File: src/logic/exec_pkg.sv
// Constants for the skip, swap, table read and XOR execution block.
// Assumes one 25 MHz clock and a synchronous active-high reset.
package exec_pkg;

    localparam int DATA_W = 8;
    localparam int PADDR_W = 13;
    localparam int PWORD_W = 16;
    localparam int DADDR_W = 8;
    localparam int BIT_SEL_W = 3;
    localparam int PAGE_W = PADDR_W - DATA_W;

    localparam logic [DATA_W-1:0] BYTE_ZERO = 8'h00;
    localparam logic [PAGE_W-1:0] LAST_PAGE = 5'h1F;
    localparam logic [PADDR_W-1:0] PC_RESET = 13'h0000;

    // Opcode selection supplied by the decoder in front of this block
    typedef enum logic [3:0] {
        OP_NONE = 4'h0,
        OP_NIBBLE_SWAP_TO_REG = 4'h1,
        OP_SKIP_IF_ZERO = 4'h2,
        OP_SKIP_IF_ZERO_MOVE = 4'h3,
        OP_SKIP_IF_BIT_CLEAR = 4'h4,
        OP_TABLE_READ_SPECIFIC_PAGE = 4'h5,
        OP_TABLE_READ_CURRENT_PAGE = 4'h6,
        OP_TABLE_READ_LAST_PAGE = 4'h7,
        OP_XOR_TO_REG = 4'h8,
        OP_XOR_TO_MEMORY = 4'h9,
        OP_XOR_IMMEDIATE = 4'hA
    } op_t;

endpackage : exec_pkg

File: src/logic/xor_unit.sv
// Bitwise XOR with zero detect.
// Assumes combinational use inside the execution block.
`timescale 1ns/100ps
module xor_unit (
    // Operands
    input wire logic [exec_pkg::DATA_W-1:0] a,
    input wire logic [exec_pkg::DATA_W-1:0] b,
    // Result
    output logic [exec_pkg::DATA_W-1:0] result,
    output logic zero
);
    always_comb begin
        result = a ^ b;
        zero = (result == exec_pkg::BYTE_ZERO);
    end
endmodule : xor_unit

File: src/logic/skip_swap_table_xor_exec.sv
// Execution stage for swap, skip, table read and XOR instructions.
// Assumes a decoder presents one op with its operands per instruction cycle,
// and that data memory read data for the addressed byte is valid that cycle.
`timescale 1ns/100ps
module skip_swap_table_xor_exec (
    // Clock and reset
    input wire logic mclk,
    input wire logic rst,
    // Instruction from the decoder
    input wire logic instr_valid,
    input wire exec_pkg::op_t instr_op,
    input wire logic [exec_pkg::DADDR_W-1:0] instr_mem_addr,
    input wire logic [exec_pkg::BIT_SEL_W-1:0] instr_bit_sel,
    input wire logic [exec_pkg::DATA_W-1:0] instr_imm,
    // Data memory read of the addressed byte
    input wire logic [exec_pkg::DATA_W-1:0] dmem_rdata,
    // Table pointers and current page
    input wire logic [exec_pkg::DATA_W-1:0] table_pointer_low,
    input wire logic [exec_pkg::PAGE_W-1:0] table_pointer_high,
    input wire logic [exec_pkg::PAGE_W-1:0] current_page,
    // Program memory table port, word returned combinationally
    input wire logic [exec_pkg::PWORD_W-1:0] pmem_rdata,
    output logic [exec_pkg::PADDR_W-1:0] pmem_addr,
    // Data memory write
    output logic dmem_we,
    output logic [exec_pkg::DADDR_W-1:0] dmem_waddr,
    output logic [exec_pkg::DATA_W-1:0] dmem_wdata,
    // Core state
    output logic [exec_pkg::DATA_W-1:0] working_register,
    output logic zero_flag,
    output logic [exec_pkg::DATA_W-1:0] table_high_byte_reg,
    output logic skip_q,
    output logic dummy_cycle,
    output logic instr_done
);

    // ------------------------------------------------------------
    // State
    // ------------------------------------------------------------
    typedef enum logic [0:0] {
        ST_EXEC,
        ST_DUMMY
    } state_t;

    state_t state_q, state_d;
    logic [exec_pkg::DATA_W-1:0] acc_q, acc_d;
    logic z_q, z_d;
    logic [exec_pkg::DATA_W-1:0] table_high_byte_reg_q, table_high_byte_reg_d;
    logic we_q, we_d;
    logic [exec_pkg::DADDR_W-1:0] waddr_q, waddr_d;
    logic [exec_pkg::DATA_W-1:0] wdata_q, wdata_d;
    logic skp_q, skp_d;
    logic dummy_q, dummy_d;
    logic done_q, done_d;
    logic [exec_pkg::PADDR_W-1:0] paddr_q;

    logic [exec_pkg::DATA_W-1:0] x_operand;
    logic [exec_pkg::DATA_W-1:0] x_result;
    logic x_zero;
    logic [exec_pkg::PADDR_W-1:0] table_addr;

    // ------------------------------------------------------------
    // XOR datapath
    // ------------------------------------------------------------
    assign x_operand = (instr_op == exec_pkg::OP_XOR_IMMEDIATE) ? instr_imm : dmem_rdata;

    xor_unit u_xor (
        .a(acc_q),
        .b(x_operand),
        .result(x_result),
        .zero(x_zero)
    );

    // ------------------------------------------------------------
    // Table address
    // ------------------------------------------------------------
    // Address is driven combinationally too, so the word returns in the same cycle
    always_comb begin
        case (instr_op)
            exec_pkg::OP_TABLE_READ_SPECIFIC_PAGE: table_addr = {table_pointer_high, table_pointer_low};
            exec_pkg::OP_TABLE_READ_CURRENT_PAGE: table_addr = {current_page, table_pointer_low};
            exec_pkg::OP_TABLE_READ_LAST_PAGE: table_addr = {exec_pkg::LAST_PAGE, table_pointer_low};
            default: table_addr = paddr_q;
        endcase
    end

    // ------------------------------------------------------------
    // Next state
    // ------------------------------------------------------------
    // Strobes default low every cycle so a write, skip or retire
    // never repeats from an earlier instruction; the data values
    // hold so the memory side sees steady address and data after
    // a write. Only the XOR forms touch the zero flag; swap, skip
    // and table reads leave it as it was.
    // While in the dummy state any presented instruction is
    // ignored: the decoder must present the skipped-to
    // instruction again once instr_done has pulsed; skip_q is high
    // in the one cycle whose request is refused.
    always_comb begin
        state_d = state_q;
        acc_d = acc_q;
        z_d = z_q;
        table_high_byte_reg_d = table_high_byte_reg_q;
        we_d = 1'b0;
        waddr_d = waddr_q;
        wdata_d = wdata_q;
        skp_d = 1'b0;
        dummy_d = 1'b0;
        done_d = 1'b0;
        case (state_q)
            ST_EXEC: begin
                if (instr_valid) begin
                    done_d = 1'b1;
                    case (instr_op)
                        exec_pkg::OP_NIBBLE_SWAP_TO_REG: begin
                            acc_d = {dmem_rdata[3:0], dmem_rdata[7:4]};
                        end
                        exec_pkg::OP_SKIP_IF_ZERO: begin
                            skp_d = (dmem_rdata == exec_pkg::BYTE_ZERO);
                        end
                        exec_pkg::OP_SKIP_IF_ZERO_MOVE: begin
                            acc_d = dmem_rdata;
                            skp_d = (dmem_rdata == exec_pkg::BYTE_ZERO);
                        end
                        exec_pkg::OP_SKIP_IF_BIT_CLEAR: begin
                            skp_d = ~dmem_rdata[instr_bit_sel];
                        end
                        exec_pkg::OP_TABLE_READ_SPECIFIC_PAGE,
                        exec_pkg::OP_TABLE_READ_CURRENT_PAGE,
                        exec_pkg::OP_TABLE_READ_LAST_PAGE: begin
                            we_d = 1'b1;
                            waddr_d = instr_mem_addr;
                            wdata_d = pmem_rdata[exec_pkg::DATA_W-1:0];
                            table_high_byte_reg_d = pmem_rdata[exec_pkg::PWORD_W-1:exec_pkg::DATA_W];
                        end
                        exec_pkg::OP_XOR_TO_REG,
                        exec_pkg::OP_XOR_IMMEDIATE: begin
                            acc_d = x_result;
                            z_d = x_zero;
                        end
                        exec_pkg::OP_XOR_TO_MEMORY: begin
                            we_d = 1'b1;
                            waddr_d = instr_mem_addr;
                            wdata_d = x_result;
                            z_d = x_zero;
                        end
                        default: begin
                            done_d = 1'b0;
                        end
                    endcase
                    // A taken skip spends one more cycle as a dummy
                    if (skp_d) begin
                        done_d = 1'b0;
                        state_d = ST_DUMMY;
                    end
                end
            end
            ST_DUMMY: begin
                dummy_d = 1'b1;
                done_d = 1'b1;
                state_d = ST_EXEC;
            end
            default: begin
                state_d = ST_EXEC;
            end
        endcase
    end

    // ------------------------------------------------------------
    // Registers
    // ------------------------------------------------------------
    // Reset is synchronous; every registered output reads zero
    // from the first edge with rst high until a first instruction.
    always_ff @(posedge mclk) begin
        if (rst) begin
            state_q <= ST_EXEC;
            acc_q <= exec_pkg::BYTE_ZERO;
            z_q <= 1'b0;
            table_high_byte_reg_q <= exec_pkg::BYTE_ZERO;
            we_q <= 1'b0;
            waddr_q <= exec_pkg::BYTE_ZERO;
            wdata_q <= exec_pkg::BYTE_ZERO;
            skp_q <= 1'b0;
            dummy_q <= 1'b0;
            done_q <= 1'b0;
            paddr_q <= exec_pkg::PC_RESET;
        end else begin
            state_q <= state_d;
            acc_q <= acc_d;
            z_q <= z_d;
            table_high_byte_reg_q <= table_high_byte_reg_d;
            we_q <= we_d;
            waddr_q <= waddr_d;
            wdata_q <= wdata_d;
            skp_q <= skp_d;
            dummy_q <= dummy_d;
            done_q <= done_d;
            paddr_q <= table_addr;
        end
    end

    // Program address is the live table address so the word is read in the issuing cycle;
    // the registered copy only holds it steady between table reads.
    assign pmem_addr = table_addr;
    assign dmem_we = we_q;
    assign dmem_waddr = waddr_q;
    assign dmem_wdata = wdata_q;
    assign working_register = acc_q;
    assign zero_flag = z_q;
    assign table_high_byte_reg = table_high_byte_reg_q;
    assign skip_q = skp_q;
    assign dummy_cycle = dummy_q;
    assign instr_done = done_q;

endmodule : skip_swap_table_xor_exec

File: config.mk
export PLATFORM = sky130hd
export DESIGN_NAME = skip_swap_table_xor_exec
export DESIGN_NICKNAME = d
export VERILOG_FILES = /design/src/logic/exec_pkg.sv /design/src/logic/xor_unit.sv /design/src/logic/skip_swap_table_xor_exec.sv
export SDC_FILE = /design/constraint.sdc
export NUM_CORES = 1
export LEC_CHECK = 0
export BUFFER_PORTS_ARGS = -buffer_cell sky130_fd_sc_hd__buf_2
export CAP_MARGIN = 40
export CORE_ASPECT_RATIO = 1.4
export CORE_UTILIZATION = 35
export DETAILED_ROUTE_END_ITERATION = 8
export HOLD_SLACK_MARGIN = 0.12
export PLACE_DENSITY = 0.68
export RECOVER_POWER = 50
export SYNTH_ARGS = -nofsm -noshare
export SYNTH_HDL_FRONTEND = slang
export SYNTH_SLANG_ARGS = --single-unit
File: constraint.sdc
create_clock -name mclk -period 2.21 [get_ports mclk]
set_input_delay 0.3315 -clock mclk [delete_from_list [all_inputs] [get_ports mclk]]
set_output_delay 0.3315 -clock mclk [all_outputs]
set_load 0.02 [all_outputs]
## Word level (Yosys, flattened, before mapping)

Index checks and enable logic that the tools add are counted.
Widths: inputs -> output; s select.

- Register bits after elaboration: 51
- Input bits: 68
- Output and inout port bits: 50

- $lt $le $gt $ge: 1
- Equal/unequal tests: 10
- Multiplexer cells: 18
- Bitwise logic cells: 4
- Reduce and logical (&&, ||, !) cells: 16

Operator list:

| kind | count |
|---|---|
| $pmux 13 s3 | 1 |
| $pmux 8 s3 | 1 |
| $eq 4x3->1 const B | 4 |
| $logic_not 8->1 | 2 |
| $pmux 8 s2 | 1 |
| $reduce_and 3->1 | 5 |
| $eq 4x4->1 const B | 3 |
| $mux 1 | 10 |
| $reduce_or 10->1 | 1 |
| $reduce_or 3->1 | 3 |
| $eq 4x2->1 const B | 2 |
| $mux 8 | 1 |
| $xor 8x8->8 | 1 |
| $pmux 1 s2 | 3 |
| $eq 4x1->1 const B | 1 |
| $lt 3x4->1 const B | 1 |
| $reduce_or 2->1 | 2 |
| $reduce_or 4->1 | 1 |
| $bmux 1 s3 | 1 |
| $not 1->1 | 3 |
| $reduce_bool 3->1 | 1 |
| $reduce_bool 2->1 | 1 |

## Depth between registers and ports, before layout

- Word-level depth: 9
- Mapped depth: 8
- Gate-level depth less buffers: 5

## Cells and area by module

A second synthesis with hierarchy kept.

- Cell total of the unflattened synthesis: 270
- Area, all modules: 2608.8 um^2

By module, submodules not included:

| module | instances | cells each | area an instance (um^2) | seq. area each (um^2) |
|---|---|---|---|---|
| skip_swap_table_xor_exec | 1 | 259 | 2519.9 | 1021.0 |
| xor_unit | 1 | 11 | 88.8 | 0.0 |

## Least setup slack after synthesis

Ideal clock, no wire load.

- Path type: input-to-output
- Start: in instr_op[3]
- End: out pmem_addr[0] in the netlist's numbering
- Arrival time: 1.466 ns
- Required time: 1.879 ns
- Path slack: 0.413 ns
- Cell stages on the path: 5
- Path buffers: 2
- Cell sequence: buf_4 nand2b_1 buf_2 nor2_2 mux2_2

- Word-level cells in the longest chain between the ends: 2

Ends and longest elaborated chain:

| item | line | text |
|---|---|---|
| start: declaration | skip_swap_table_xor_exec.sv:11 | `input wire exec_pkg::op_t instr_op,` |
| $eq 4x3->1 | skip_swap_table_xor_exec.sv:79 | `case (instr_op)` |
| $pmux 13 s3 * | skip_swap_table_xor_exec.sv:79 |  |
| end: declaration | skip_swap_table_xor_exec.sv:23 | `output logic [exec_pkg::PADDR_W-1:0] pmem_addr,` |

Mark *: on every way between the ends. The rest lies on a longest branch, timed or not.

## Final worst setup path

- Start: in instr_op[0]
- End: out pmem_addr[6] in the netlist's numbering

The elaborated chain is that of the path after synthesis.

==> results.yml <==
outcome:
  status: "finished, violations left"
  failed_checks: "max-capacitance violations, max-slew violations"
cts:
  clock_latency_ns: 0.31
  cts_tree: "built"
  clk_pin_slew_ns: 0.10
  cts_resized: 0
  h-tree-depth: 2
  numCtsBuffers: 5
  cts_sinks: 51
  post_cts_buffers: 0
  clockBufferDepth: 2
  root_buffer: "clkbuf_8"
  holdBufCountCts: 0
timing:
  tns_ns: 0
  finalMaxSlewViolations: 37
  period_minus_slack_ns: 1.88
  skew_ns: 0.0103
  worst_pin_slew_ns: 1.66
  fin_crit_sh_pct: 84.8
  finalHoldViolCount: 0
  slew_headroom_pct: -10.4
  setup_viol: 0
  worst_slack_ns: 0.335
  rsz0062_at_grt: "no"
  maxClockFrequency_mhz: 533
critical_path:
  crit_family: "buffers and inverters"
  rrSetupSlack_ns: 0.55
  cp.arrival_ns: 1.54
  worst_path_max_delay_cell: "mux2_2"
  crit_fanout: 9
  start_kind: "primary input"
  cp_num_buf_inv: 4
  r2r_end: "working_register[4]"
  reg2reg_from: "state_q"
  worst_path_largest_cell_delay_ns: 0.36
  end_kind: "output port"
  path_class: "in -> out"
  required_ns: 1.88
  r2r_cells: 5
  path_cells: "buf_2 > buf_4 > nor2_1 > nor2_2 > buf_4 > mux2_2 > buf_2"
pwr:
  design_power_total_w: 0.00210
  peakVddDrop_mv: 0.312
  p_leak_nw: 1.40
  power_density_mw_per_mm2: 616
place:
  dp_cells: 518
  dpl.hpwl_mm: 5.69
  gp_congestion: 0.902
  place_ws_ns: 0.190
  port_buffers: 117
final_layout:
  drive_gt1_share_pct: 28.0
  area_growth_pct: 30.2
  fin_cells: 526
  largest_register: "paddr_q"
  nets: 496
  diodes: 0
  largest_reg_flops: 13
die:
  die_h_um: 104
  io_pins: 118
  core_area_mm2: 0.00731
  floorplan.initialDensity_pct: 35.8
  row_count: 37
  fp.dieW_um: 75.1
  dieArea_mm2: 0.00784
logic_synthesis:
  synth.distinct_cells: 47
  ys_ff_latch: 51
  yosys_warnings: 0
  avgSynthCellArea_um2: 8.46
  syn_nets: 378
  synthArstFlopShare_pct: 0
  synth_ff_type: "dfxtp_1"
  synth_edf_count: 0
  ys_seq_area_share_pct: 38.9
  syn_area_mm2: 0.00262
  synth_cells: 310
min_path:
  min_path_type: "in -> reg"
  whs_endpoint: "table_high_byte_reg[0]"
  hold_start: "pmem_rdata[8]"
  whs_path_depth: 3
global_routing:
  first_global_vias: 2514
  grt_overflow: 0
  grt_usage_pct: 19.1
  grt_pass1_wl_mm: 11.6
  grt_antenna_before_repair: 0
  grt_max_degree: 37
detailed_routing:
  drt_wl_total_mm: 7.36
  first_iter_violations: 119
  final_antenna_net_count: 0
  vias: 2639
  routedWlPerCell_um: 14.0
  first_pass_iters: 6
  drc: 0
  avgViaCountPerCell: 5.02
job:
  cap_violations: 1
synth_stat cells (2+ instances only):
cell type,count,share of area (%)
o21ai_0,8,1.5
and2_1,3,0.72
o21a_1,2,0.57
nor3_1,15,2.9
mux2_2,9,3.9
mux4_2,2,1.7
xor2_1,2,0.67
nand4b_1,2,0.67
dfxtp_1,51,39
or3_1,2,0.48
o22ai_1,5,1.2
a21o_1,5,1.4
buf_4,2,0.57
buf_1,2,0.29
a311oi_1,7,2.3
a21oi_1,22,4.2
nor4_1,3,0.72
a22o_1,4,1.3
a221o_1,3,1.1
nor2b_1,10,2.4
nor2_1,45,6.4
a211oi_1,4,1.1
buf_2,6,1.1
nor3b_1,2,0.57
nand2b_1,4,0.95
clkbuf_1,11,1.6
xnor2_1,8,2.7
nand2_1,37,5.3
mux2i_1,16,6.1
layout by cell type, fill, tap and decap left out, types with 2 or more instances in the layout:
cell type / synthesis / layout
a22o_1: 4 / 4
nand2b_1: 4 / 4
xnor2_1: 8 / 8
mux2_2: 9 / 9
mux4_2: 2 / 2
and2_1: 3 / 3
mux2i_1: 16 / 16
dfxtp_1: 51 / 51
nand4b_1: 2 / 2
nor3b_1: 2 / 2
nor4_1: 3 / 3
a211oi_1: 4 / 4
nand2_1: 37 / 37
clkbuf_8: 0 / 5
nor2b_1: 10 / 10
clkbuf_1: 11 / 38
buf_4: 2 / 16
o21a_1: 2 / 2
nor3_1: 15 / 15
a221o_1: 3 / 3
a311oi_1: 7 / 7
nor2_1: 45 / 45
xor2_1: 2 / 2
o21ai_0: 8 / 8
buf_2: 6 / 79
or3_1: 2 / 2
o22ai_1: 5 / 5
a21o_1: 5 / 5
a21oi_1: 22 / 22
metrics by stage:
step	util (%)	area (um^2)	hold slack [ns]
after global placement	45.7	3340	0.441
after CTS	47.3	3460	0.229
after floorplan	-	2620	0.454
after detailed placement	45.7	3340	0.443
final	46.6	3410	0.243
after global routing	46.6	3410	0.243
cell type report:
class	instances	area, um^2
well taps	97	121
clock buffers	5	68.8
repair buffers	133	658
clock inverters	3	47.5
fillers	793	3900
inverters	1	3.75
multi-input cells	236	1490
flip-flops and latches	51	1020
logic make-up (layout without fill, tap and decap cells):
| kind of cell | Yosys count | in the layout | synth area share (%) |
|---|---|---|---|
| and+or+nand+nor | 133 | 133 | 24.6 |
| AOI/OAI and AO/OA | 65 | 65 | 16.4 |
| DFF | 51 | 51 | 38.9 |
| muxes | 28 | 28 | 12.6 |
| buffers and inverters | 23 | 142 | 4.15 |
| xor gates and xnor gates | 10 | 10 | 3.34 |
report_power, final:
| part | internal, W | switching (W) |
|---|---|---|
| Sequential | 0.000959 | 0.0000231 |
| Combinational | 0.000183 | 0.000255 |
| Clock | 0.000344 | 0.000339 |
worst min-delay path: cells and delay by family:
family | cells | cell delay [ns]
and+or+nand+nor | 1 | 0.04
buffers and inverters | 1 | 0.09
AOI/OAI and AO/OA | 1 | 0.05
worst max path at each step:
stage | from | endpoint | slack [ns] | depth (start not counted)
2_1_floorplan | instr_op[3] | pmem_addr[0] | 0.41 | 5
3_3_place_gp | instr_op[2] | zero_flag | 0.22 | 6
3_5_place_dp | instr_op[2] | zero_flag | 0.19 | 6
4_1_cts | instr_op[0] | pmem_addr[6] | 0.34 | 7
5_1_grt | instr_op[0] | pmem_addr[6] | 0.24 | 7
6_report | instr_op[0] | pmem_addr[6] | 0.33 | 7
routing by layer:
layer | track usage (%) | share of wire, % | up-vias
li1 | - | - | 1326
met4 | 6.61 | 2.3 | 0
met3 | 3.39 | 5.6 | 15
met2 | 33.8 | 51 | 85
met5 | 0 | 0 | -
met1 | 22.3 | 41 | 1213
No activity file was read; power rests on OpenSTA's default activity.
